==> config.mk <==
export PLATFORM = sky130hd
export DESIGN_NAME = cossd_top
export DESIGN_NICKNAME = d
export VERILOG_FILES = /design/src/verilog/cossd_pkg.sv /design/src/verilog/cossd_top.sv
export SDC_FILE = /design/constraint.sdc
export NUM_CORES = 1
export LEC_CHECK = 0
export BUFFER_PORTS_ARGS = -buffer_cell sky130_fd_sc_hd__buf_2
export CELL_PAD_IN_SITES_DETAIL_PLACEMENT = 1
export CELL_PAD_IN_SITES_GLOBAL_PLACEMENT = 2
export CORE_MARGIN = 2
export CORE_UTILIZATION = 39
export CTS_CLUSTER_SIZE = 8
export DETAILED_ROUTE_END_ITERATION = 8
export PLACE_DENSITY_LB_ADDON = 0.1
export SLEW_MARGIN = 20
export SYNTH_ARGS = -nofsm -noshare
export SYNTH_HDL_FRONTEND = slang
export SYNTH_SLANG_ARGS = --single-unit
==> constraint.sdc <==
create_clock -name ref_clk -period 3.1 [get_ports ref_clk]
set_clock_uncertainty 0.05 [all_clocks]
set_input_delay 0.155 -clock ref_clk [delete_from_list [all_inputs] [get_ports ref_clk]]
set_output_delay 0.155 -clock ref_clk [all_outputs]
set_load 0.005 [all_outputs]
==> src/verilog/cossd_pkg.sv <==
// constants, field layout and carrier types of the shutdown/steering block
// assumes one 100 MHz clock and a plain register port with 8-bit data
package cossd_pkg;
   // ---------------------------------------------------------------
   // register offsets
   // ---------------------------------------------------------------
   localparam logic [2:0] ADDR_SHUTDOWN_CONTROL = 3'h0;
   localparam logic [2:0] ADDR_SHUTDOWN_SOURCE_ENABLES = 3'h1;
   localparam logic [2:0] ADDR_OUTPUT_STEERING = 3'h2;
   localparam logic [2:0] ADDR_RISING_DEADBAND_COUNT = 3'h3;
   localparam logic [2:0] ADDR_FALLING_DEADBAND_COUNT = 3'h4;
   localparam logic [2:0] ADDR_RISING_BLANKING_COUNT = 3'h5;
   localparam logic [2:0] ADDR_FALLING_BLANKING_COUNT = 3'h6;
   localparam logic [2:0] ADDR_POLARITY_CONTROL = 3'h7;
   // ---------------------------------------------------------------
   // field positions
   // ---------------------------------------------------------------
   localparam int STATUS_BIT = 7;
   localparam int RESTART_BIT = 6;
   localparam int OVR_BD_LSB = 4;
   localparam int OVR_AC_LSB = 2;
   localparam int STATIC_LSB = 4;
   localparam int RDBS_BIT = 7;
   localparam int FDBS_BIT = 6;
   localparam int COUNT_W = 6;
   // ---------------------------------------------------------------
   // reset values and masks
   // ---------------------------------------------------------------
   localparam logic [7:0] CONTROL_RESET = 8'h00;
   localparam logic [7:0] CONTROL_MASK = 8'hfc;
   localparam logic [7:0] SOURCE_MASK = 8'h0f;
   localparam logic [7:0] COUNT_MASK = 8'h3f;
   localparam logic [7:0] POLARITY_MASK = 8'hcf;
   // ---------------------------------------------------------------
   // override encodings
   // ---------------------------------------------------------------
   localparam logic [1:0] OVR_INACTIVE = 2'h0;
   localparam logic [1:0] OVR_TRISTATE = 2'h1;
   localparam logic [1:0] OVR_LOW = 2'h2;
   localparam logic [1:0] OVR_HIGH = 2'h3;
   // ---------------------------------------------------------------
   // carriers
   // ---------------------------------------------------------------
   typedef struct packed {
      logic [2:0] addr;
      logic [7:0] wdata;
      logic wr;
      logic rd;
   } cossd_bus_t;
   typedef struct packed {
      logic logic_cell_two_output;
      logic comparator_two;
      logic comparator_one;
      logic selected_input_pin;
   } cossd_src_t;
   typedef enum logic [1:0] {
      ST_RUN = 2'b00,
      ST_SHUT = 2'b01,
      ST_EXIT = 2'b10
   } cossd_state_t;
endpackage

==> src/verilog/cossd_top.sv <==
// shutdown, steering, dead-band and blanking of a four-output generator
// assumes synchronous rise/fall event pulses and sources, delay chain tick input
//
// Strobed register access and the placing of the registers were decided locally.
`timescale 1ns/1ps
module cossd_top #(
   parameter int COUNT_W = 6
) (
   // clock and reset
   input wire logic ref_clk,
   input wire logic rst,
   // register port
   input wire cossd_pkg::cossd_bus_t bus,
   output logic [7:0] rdata,
   // events and sources
   input wire logic rise_event,
   input wire logic fall_event,
   input wire logic chain_tick,
   input wire cossd_pkg::cossd_src_t src,
   // outputs: a, b, c, d in bits 0..3
   output logic [3:0] drive_out,
   output logic [3:0] drive_out_oe_n
);
   logic [7:0] ctrl_reg;
   logic [3:0] src_en_reg;
   logic [7:0] steer_reg;
   logic [COUNT_W-1:0] rise_deadband_count, fall_deadband_count;
   logic [COUNT_W-1:0] rise_blank_count, fall_blank_count;
   logic [5:0] pol_reg;
   cossd_pkg::cossd_state_t state_reg;
   logic [COUNT_W-1:0] rdb_cnt_reg, fdb_cnt_reg, rblk_cnt_reg, fblk_cnt_reg;
   logic wave_reg, prim_reg, comp_reg;
   logic [3:0] polarity;
   logic rise_deadband_source_sel, fall_deadband_source_sel;
   logic rise_ok, fall_ok, fault, wr_ctrl;
   assign polarity = pol_reg[3:0];
   assign rise_deadband_source_sel = pol_reg[5];
   assign fall_deadband_source_sel = pol_reg[4];
   assign wr_ctrl = bus.wr && bus.addr == cossd_pkg::ADDR_SHUTDOWN_CONTROL;
   // ---------------------------------------------------------------
   // shutdown sources
   // ---------------------------------------------------------------
   assign fault = (src_en_reg[3] && !src.logic_cell_two_output)
      || (src_en_reg[2] && !src.comparator_two)
      || (src_en_reg[1] && !src.comparator_one)
      || (src_en_reg[0] && !src.selected_input_pin);
   // ---------------------------------------------------------------
   // blanking gates event inputs
   // ---------------------------------------------------------------
   assign rise_ok = rise_event && fblk_cnt_reg == '0;
   assign fall_ok = fall_event && rblk_cnt_reg == '0 && !rise_ok;
   // ---------------------------------------------------------------
   // register writes
   // ---------------------------------------------------------------
   always_ff @(posedge ref_clk) begin
      if (rst) begin
         src_en_reg <= 4'h0;
         steer_reg <= 8'h00;
         rise_deadband_count <= '0;
         fall_deadband_count <= '0;
         rise_blank_count <= '0;
         fall_blank_count <= '0;
         pol_reg <= 6'h00;
      end else if (bus.wr) begin
         unique case (bus.addr)
            cossd_pkg::ADDR_SHUTDOWN_SOURCE_ENABLES: src_en_reg <= bus.wdata[3:0];
            cossd_pkg::ADDR_OUTPUT_STEERING: steer_reg <= bus.wdata;
            cossd_pkg::ADDR_RISING_DEADBAND_COUNT: rise_deadband_count <= bus.wdata[COUNT_W-1:0];
            cossd_pkg::ADDR_FALLING_DEADBAND_COUNT: fall_deadband_count <= bus.wdata[COUNT_W-1:0];
            cossd_pkg::ADDR_RISING_BLANKING_COUNT: rise_blank_count <= bus.wdata[COUNT_W-1:0];
            cossd_pkg::ADDR_FALLING_BLANKING_COUNT: fall_blank_count <= bus.wdata[COUNT_W-1:0];
            cossd_pkg::ADDR_POLARITY_CONTROL: pol_reg <= {bus.wdata[7:6], bus.wdata[3:0]};
            default: ;
         endcase
      end
   end
   // ---------------------------------------------------------------
   // control register, restart enable and override fields
   // ---------------------------------------------------------------
   always_ff @(posedge ref_clk) begin
      if (rst) begin
         ctrl_reg <= cossd_pkg::CONTROL_RESET;
      end else if (wr_ctrl) begin
         ctrl_reg <= bus.wdata & cossd_pkg::CONTROL_MASK;
      end
   end
   // ---------------------------------------------------------------
   // shutdown state; a fault wins over a software clear
   // ---------------------------------------------------------------
   always_ff @(posedge ref_clk) begin
      if (rst) begin
         state_reg <= cossd_pkg::ST_RUN;
      end else if (fault) begin
         state_reg <= cossd_pkg::ST_SHUT;
      end else begin
         unique case (state_reg)
            cossd_pkg::ST_RUN: state_reg <= cossd_pkg::ST_RUN;
            cossd_pkg::ST_SHUT: begin
               if (wr_ctrl && !bus.wdata[cossd_pkg::STATUS_BIT]) begin
                  state_reg <= cossd_pkg::ST_EXIT;
               end else if (ctrl_reg[cossd_pkg::RESTART_BIT]) begin
                  state_reg <= cossd_pkg::ST_EXIT;
               end
            end
            cossd_pkg::ST_EXIT: begin
               if (rise_ok) begin
                  state_reg <= cossd_pkg::ST_RUN;
               end
            end
            default: state_reg <= cossd_pkg::ST_SHUT;
         endcase
      end
   end
   // ---------------------------------------------------------------
   // blanking counters
   // ---------------------------------------------------------------
   always_ff @(posedge ref_clk) begin
      if (rst) begin
         rblk_cnt_reg <= '0;
         fblk_cnt_reg <= '0;
      end else begin
         if (rise_ok) begin
            rblk_cnt_reg <= rise_blank_count;
         end else if (rblk_cnt_reg != '0) begin
            rblk_cnt_reg <= rblk_cnt_reg - 1'b1;
         end
         if (fall_ok) begin
            fblk_cnt_reg <= fall_blank_count;
         end else if (fblk_cnt_reg != '0) begin
            fblk_cnt_reg <= fblk_cnt_reg - 1'b1;
         end
      end
   end
   // ---------------------------------------------------------------
   // dead-band: count clocks or delay chain ticks
   // ---------------------------------------------------------------
   logic rdb_step, fdb_step;
   assign rdb_step = rise_deadband_source_sel ? chain_tick : 1'b1;
   assign fdb_step = fall_deadband_source_sel ? chain_tick : 1'b1;
   always_ff @(posedge ref_clk) begin
      if (rst) begin
         wave_reg <= 1'b0;
         rdb_cnt_reg <= '0;
         fdb_cnt_reg <= '0;
         prim_reg <= 1'b0;
         comp_reg <= 1'b0;
      end else begin
         if (rise_ok) begin
            wave_reg <= 1'b1;
            comp_reg <= 1'b0;
            rdb_cnt_reg <= rise_deadband_count;
            if (rise_deadband_count == '0) begin
               prim_reg <= 1'b1;
            end
         end else if (fall_ok) begin
            wave_reg <= 1'b0;
            prim_reg <= 1'b0;
            fdb_cnt_reg <= fall_deadband_count;
            if (fall_deadband_count == '0) begin
               comp_reg <= 1'b1;
            end
         end else begin
            if (wave_reg && !prim_reg && rdb_step) begin
               if (rdb_cnt_reg <= 1) begin
                  prim_reg <= 1'b1;
               end
               rdb_cnt_reg <= rdb_cnt_reg - 1'b1;
            end
            if (!wave_reg && !comp_reg && fdb_step && fdb_cnt_reg != '0) begin
               if (fdb_cnt_reg == 1) begin
                  comp_reg <= 1'b1;
               end
               fdb_cnt_reg <= fdb_cnt_reg - 1'b1;
            end
         end
      end
   end
   // ---------------------------------------------------------------
   // output steering per output, shutdown override per output pair (a/c, b/d)
   // ---------------------------------------------------------------
   genvar gi;
   generate
      for (gi = 0; gi < 4; gi++) begin : g_out
         logic raw, lvl;
         logic [1:0] ovr;
         assign raw = (gi % 2 == 0) ? prim_reg : comp_reg;
         assign ovr = (gi % 2 == 0) ? ctrl_reg[cossd_pkg::OVR_AC_LSB +: 2] : ctrl_reg[cossd_pkg::OVR_BD_LSB +: 2];
         assign lvl = steer_reg[gi] ? (raw ^ polarity[gi])
            : steer_reg[cossd_pkg::STATIC_LSB + gi];
         always_ff @(posedge ref_clk) begin
            if (rst) begin
               drive_out[gi] <= 1'b0;
               drive_out_oe_n[gi] <= 1'b0;
            end else if (state_reg != cossd_pkg::ST_RUN) begin
               unique case (ovr)
                  cossd_pkg::OVR_HIGH: drive_out[gi] <= 1'b1;
                  cossd_pkg::OVR_LOW: drive_out[gi] <= 1'b0;
                  cossd_pkg::OVR_TRISTATE: drive_out[gi] <= 1'b0;
                  cossd_pkg::OVR_INACTIVE: drive_out[gi] <= polarity[gi];
               endcase
               drive_out_oe_n[gi] <= ovr == cossd_pkg::OVR_TRISTATE;
            end else begin
               drive_out[gi] <= lvl;
               drive_out_oe_n[gi] <= 1'b0;
            end
         end
      end
   endgenerate
   // ---------------------------------------------------------------
   // read port, one cycle latency
   // ---------------------------------------------------------------
   always_ff @(posedge ref_clk) begin
      if (rst) begin
         rdata <= 8'h00;
      end else if (bus.rd) begin
         unique case (bus.addr)
            cossd_pkg::ADDR_SHUTDOWN_CONTROL:
               rdata <= {state_reg == cossd_pkg::ST_SHUT, ctrl_reg[6:2], 2'b00};
            cossd_pkg::ADDR_SHUTDOWN_SOURCE_ENABLES: rdata <= {4'h0, src_en_reg};
            cossd_pkg::ADDR_OUTPUT_STEERING: rdata <= steer_reg;
            cossd_pkg::ADDR_RISING_DEADBAND_COUNT: rdata <= 8'(rise_deadband_count);
            cossd_pkg::ADDR_FALLING_DEADBAND_COUNT: rdata <= 8'(fall_deadband_count);
            cossd_pkg::ADDR_RISING_BLANKING_COUNT: rdata <= 8'(rise_blank_count);
            cossd_pkg::ADDR_FALLING_BLANKING_COUNT: rdata <= 8'(fall_blank_count);
            cossd_pkg::ADDR_POLARITY_CONTROL: rdata <= {pol_reg[5:4], 2'b00, pol_reg[3:0]};
         endcase
      end else begin
         rdata <= 8'h00;
      end
   end
endmodule

==> impl_metrics.py, run 1 <==
metrics = {
    "run_status": {
        "outcome": "complete, no violations",
    },
    "global_route": {
        "grt_pass1_vias": 3846,
        "globalRouteOverflowTotal": 0,
        "grt_max_degree": 83,
        "antenna_found_initial": 0,
        "grt_usage": 0.226,
        "grt_pass1_wl_um": 21600,
    },
    "floorplan": {
        "std_cell_rows": 38,
        "die_h_um": 111,
        "ios": 38,
        "dieArea_um2": 12200,
        "start_util": 0.404,
        "dieWidth_um": 111,
        "core_area_um2": 11000,
    },
    "routing": {
        "wl_per_cell_um": 19.5,
        "drt-total-wl_um": 13400,
        "drt-pass1-iter-count": 4,
        "drt-initial-drc-count": 224,
        "drtAntennaViolNets": 0,
        "via_per_inst": 5.48,
        "via_count": 3780,
        "drcViolationCount": 0,
    },
    "yosys": {
        "yosysUniqueCellTypes": 56,
        "synth.area.mux_share": 0.0908,
        "synth_top_family_by_area": "simple AND/OR/NAND/NOR gates",
        "synth_compound_area_frac": 0.155,
        "yosys_register_bits": 90,
        "synth_nets": 561,
        "synthXorXnorAreaFrac": 0.0395,
        "ys_seq_area_frac": 0.406,
        "synthAdderAreaFrac": 0.0338,
        "synthesis.area_um2": 4440,
        "synthSimpleGateAreaFrac": 0.219,
        "synthCells": 527,
        "syn_avg_cell_area_um2": 8.42,
        "ys.warnings.count": 0,
        "synth_edf_count": 0,
        "synth_top_flop_cell": "dfxtp_1",
        "async_reset_ff_frac": 0,
    },
    "placed_design": {
        "gp_congestion": 0.849,
        "dp_hpwl_um": 9740,
        "port_buffers": 37,
    },
    "timing": {
        "finalHoldViolCount": 0,
        "max-slew-margin-rel": 0.395,
        "setup_viol": 0,
        "tns_ps": 0,
        "timing.final.max_slew_violations": 0,
        "period_needed_ps": 2190,
        "fmax_mhz": 457,
        "rsz0062_at_grt": "no",
        "worst_slew_pin_slew_ps": 908,
        "fin_crit_sh": 0.706,
    },
    "power": {
        "p_total_w": 0.00384,
        "p_leak_nw": 2.04,
        "ir_drop_mv": 0.358,
        "cellPowerDensity_nw_per_um2": 775,
    },
    "critical_path": {
        "critPathCaptureType": "flop",
        "arrival_ps": 2430,
        "path_max_fanout": 14,
        "critPathKind": "flop to flop",
        "start_kind": "flop",
        "required_ps": 3340,
    },
    "cells_and_area": {
        "ff_latch_area_um2": 1800,
        "fill_cells": 1310,
        "nets": 579,
        "multi_input_area_um2": 2390,
        "area_delta_synth_final_pct": 11.7,
        "drive_gt1_frac": 0.124,
        "n_antenna_cell": 0,
    },
    "clock_network": {
        "clockBufferDepth": 2,
        "clk_latency_ps": 360,
        "cts_tree": "done",
        "clkTransAtPathRegs_ps": 70,
        "numCtsBuffers": 9,
        "post_cts_resized": 0,
        "clock_sinks": 90,
        "cts_hold_buf": 0,
        "htreeDepth": 3,
        "root_buffer": "clkbuf_16",
        "cts_setup_buffers": 0,
    },
    "worst_hold_path": {
        "hold_path_class": "primary input to flop",
    },
    "run": {
        "maxCapViolCount": 0,
    },
}
per-stage QoR:
stage	setup WS, ps	util	instance area, µm²	hold WS [ps]	cells
finish	911	0.451	4960	12.5	690
global route	753	0.451	4960	14.8	690
CTS	880	0.451	4960	3.15	690
detailed placement	901	0.424	4660	381	674
global placement	983	0.424	4660	381	674
floorplan	1440	-	4440	241	527
path summary, 6_finish.rpt:
check / to / slack [ps] / start / depth (start not counted)
worst max-delay path: rdb_cnt_reg[1] / 910 / rblk_cnt_reg[0] / 6
worst min-delay path: steer_reg[7] / 10 / bus[9] / 3
worst max register to register: rdb_cnt_reg[1] / 910 / rblk_cnt_reg[0] / 6
worst min register to register: steer_reg[6] / 420 / steer_reg[6] / 2
layout make-up:
cell class                 count  share of cell area
clock buffer                   9              0.0454
clock inverter                 7              0.0141
inverter                      26              0.0197
multi-input combinational    379               0.481
sequential                    90               0.364
tap                          140              0.0353
timing repair buffer          39              0.0404
synthesized netlist by cell type, types with 8 or more instances:
master | count | area, µm²
ha_1 | 12 | 150
a22oi_1 | 10 | 75.1
nor2_1 | 87 | 327
o21ai_0 | 8 | 40.0
a21oi_1 | 41 | 205
o21ai_1 | 9 | 45.0
mux2i_1 | 38 | 380
nor3_1 | 12 | 60.1
clkbuf_1 | 18 | 67.6
dfxtp_1 | 90 | 1800
inv_1 | 25 | 93.8
xnor2_1 | 13 | 114
nand2_1 | 45 | 169
a211oi_1 | 9 | 67.6
cells by family (layout without fill, tap and decap cells):
family,Yosys count,count (layout)
buffers and inverters,58,81
XOR/XNOR,20,20
adder cells (fa/ha/maj),12,12
AND/OR/NAND/NOR,200,200
AO/OA/AOI/OAI,107,107
multiplexers,40,40
flip-flops,90,90
routing by layer:
metal	part of all wire	wire, µm	GRT usage
met5	0	0	0
met3	0.027	365	0.0416
met4	0.013	172	0.0650
met1	0.51	6810	0.330
met2	0.45	6080	0.339
where the power goes:
group	leakage [nW]	total [W]	internal, W	switching, W
Sequential	0.732	0.00144	0.00130	0.000141
Clock	0.145	0.00112	0.000623	0.000496
Combinational	1.16	0.00128	0.000525	0.000758
Total	2.04	0.00384	0.00244	0.00140
worst max-delay path, stage by stage (launching register included):
cell and delay, ps:
dfxtp_1 310, inv_1 110, ha_1 200, nand4_1 610, nand2_1 330, mux2_2 360
o21ai_1 140
cells in the final DEF (no fill, tap or decap), types with 3 or more instances in the layout:
master,n
a211oi_1,9
o211ai_1,7
a31oi_1,3
mux2i_1,38
nor2b_1,4
a221oi_1,5
nand2_1,45
o32ai_1,3
nand2b_1,4
nor4_1,4
nor2_1,87
dfxtp_1,90
ha_1,12
o21ai_0,8
buf_2,37
a21oi_1,41
o221ai_1,4
nor3b_1,3
clkbuf_16,9
xor2_1,7
nand3_1,7
a22o_1,4
xnor2_1,13
clkinv_2,3
or3_1,3
o21ai_1,9
a22oi_1,10
nand4_1,7
inv_1,25
nor3_1,12
and2_1,3
(Power assumes the default switching activity.)
==> run 2: changes to the inputs <==
- CORE_UTILIZATION: 39 -> 36
- clock period: 3.1 -> 2.17 ns (I/O delays scaled with it)
==> impl_metrics.py, run 2 (synthesis gave the netlist of run 1 again) <==
metrics = {
    "worst_hold_path": {
        "hold_path_class": "primary input to flop",
    },
    "cells_and_area": {
        "nets": 589,
        "area_delta_synth_final_pct": 13.7,
        "n_antenna_cell": 0,
        "final_common_cell": "dfxtp_1",
        "final_area_um2": 5050,
        "layout_common_cells": "dfxtp_1, nor2_1, nand2_1",
        "drive_gt1_frac": 0.134,
    },
    "clock_network": {
        "root_buffer": "clkbuf_16",
        "clock_sinks": 90,
        "cts_setup_buffers": 0,
        "clkTransAtPathRegs_ps": 60,
        "cts_tree": "done",
        "numCtsBuffers": 9,
        "htreeDepth": 3,
        "clk_latency_ps": 350,
        "clockBufferDepth": 2,
    },
    "critical_path": {
        "crit_start": "fblk_cnt_reg[0]",
        "reg2reg_slack_ps": 320,
        "reg2reg_to": "fdb_cnt_reg[4]",
        "crit_end": "fdb_cnt_reg[4]",
        "critPathKind": "flop to flop",
        "required_ps": 2380,
        "arrival_ps": 2050,
        "start_kind": "flop",
        "critPathCaptureType": "flop",
        "path_max_fanout": 10,
        "reg2reg_depth": 7,
        "timing.rr.start": "fblk_cnt_reg[0]",
    },
    "power": {
        "pwr-share-seq": 0.374,
        "p_int_w": 0.00356,
        "cellPowerDensity_nw_per_um2": 1090,
        "p_clk_frac": 0.291,
        "p_total_w": 0.00550,
        "p_switching_w": 0.00194,
        "sw_frac_of_total": 0.352,
        "pwr-share-comb": 0.335,
        "p_leak_nw": 2.09,
        "ir_drop_mv": 0.429,
    },
    "timing": {
        "fin_crit_sh": 0.850,
        "rsz0062_at_grt": "no",
        "timing.final.max_slew_violations": 0,
        "fin_hold_ws_ps": 32.1,
        "worst_slew_pin_slew_ps": 678,
        "finalHoldViolCount": 0,
        "tns_ps": 0,
        "fmax_mhz": 542,
        "max-slew-margin-rel": 0.548,
        "setup_viol": 0,
        "period_needed_ps": 1850,
    },
    "placed_design": {
        "gp_congestion": 0.867,
        "dp_hpwl_um": 10200,
        "port_buffers": 37,
        "place_area_um2": 4730,
    },
    "routing": {
        "drt-initial-drc-count": 237,
        "wl_per_cell_um": 19.5,
        "drt-pass1-iter-count": 4,
        "via_per_inst": 5.40,
        "via_count": 3820,
        "drcViolationCount": 0,
        "drt-total-wl_um": 13800,
        "drtAntennaViolNets": 0,
    },
    "run": {
        "maxCapViolCount": 0,
    },
    "floorplan": {
        "core_area_um2": 12000,
        "dieWidth_um": 115,
        "ios": 38,
        "die_h_um": 115,
        "start_util": 0.369,
        "std_cell_rows": 40,
        "dieArea_um2": 13200,
    },
    "global_route": {
        "grt_pass1_vias": 3865,
        "grt_pass1_wl_um": 21700,
        "grt_usage": 0.220,
        "globalRouteOverflowTotal": 0,
        "grt_max_degree": 39,
        "antenna_found_initial": 0,
    },
    "run_status": {
        "outcome": "complete, no violations",
    },
}
[run 2: how the worst min path moves through the flow]
stage / startpoint / to / cells after the start
after floorplan: bus[8] / steer_reg[6] / 2
after global routing: bus[3] / steer_reg[1] / 3
after global placement: bus[9] / steer_reg[7] / 3
after detailed placement: bus[8] / pol_reg[4] / 3
after CTS: bus[3] / steer_reg[1] / 3
final: bus[3] / steer_reg[1] / 3
[run 2: power groups by stage]
stage	Clock (W)	Combinational, W	Sequential, W
final	0.00160	0.00184	0.00206
after global routing	0.00172	0.00210	0.00209
after CTS	0.00165	0.00186	0.00206
after floorplan	0	0.00145	0.00202
after global placement	0	0.00180	0.00208
after detailed placement	0	0.00185	0.00209
[run 2: through the flow]
step / setup slack, ps / std cells / util
4_1_cts: 289 / 707 / 0.420
5_1_grt: 116 / 707 / 0.420
6_report: 325 / 707 / 0.420
3_5_place_dp: 309 / 689 / 0.394
2_1_floorplan: 510 / 527 / -
3_3_place_gp: 408 / 689 / 0.394
[run 2: repair_timing]
action | in CTS | in global routing
setup endpoints to repair | 0 | 0
hold endpoints to repair | 3 | 0
hold buffers | 2 | 0
gates resized for setup | 0 | 0
[run 2: worst max-delay path, cell delays in order, from the launching register on]
cell and delay, ps:
dfxtp_1 340, inv_1 70, ha_1 220, and3b_1 210
and2_1 360, buf_4 240, a21oi_1 50, o32ai_1 210
[run 2: metal layers]
layer | global-route usage | routed length [µm] | vias to the layer above
met5 | 0 | 0 | -
met4 | 0.0675 | 177 | 0
met3 | 0.0385 | 600 | 11
met2 | 0.337 | 6300 | 65
met1 | 0.316 | 6740 | 1858
li1 | - | - | 1886
[run 2: final cells by class]
type / count / area, µm²
fill: 1438 / 6970
multi-input combinational: 379 / 2390
sequential: 90 / 1800
timing repair buffer: 49 / 280
clock buffer: 11 / 243
tap: 147 / 184
inverter: 26 / 97.6
clock inverter: 5 / 53.8
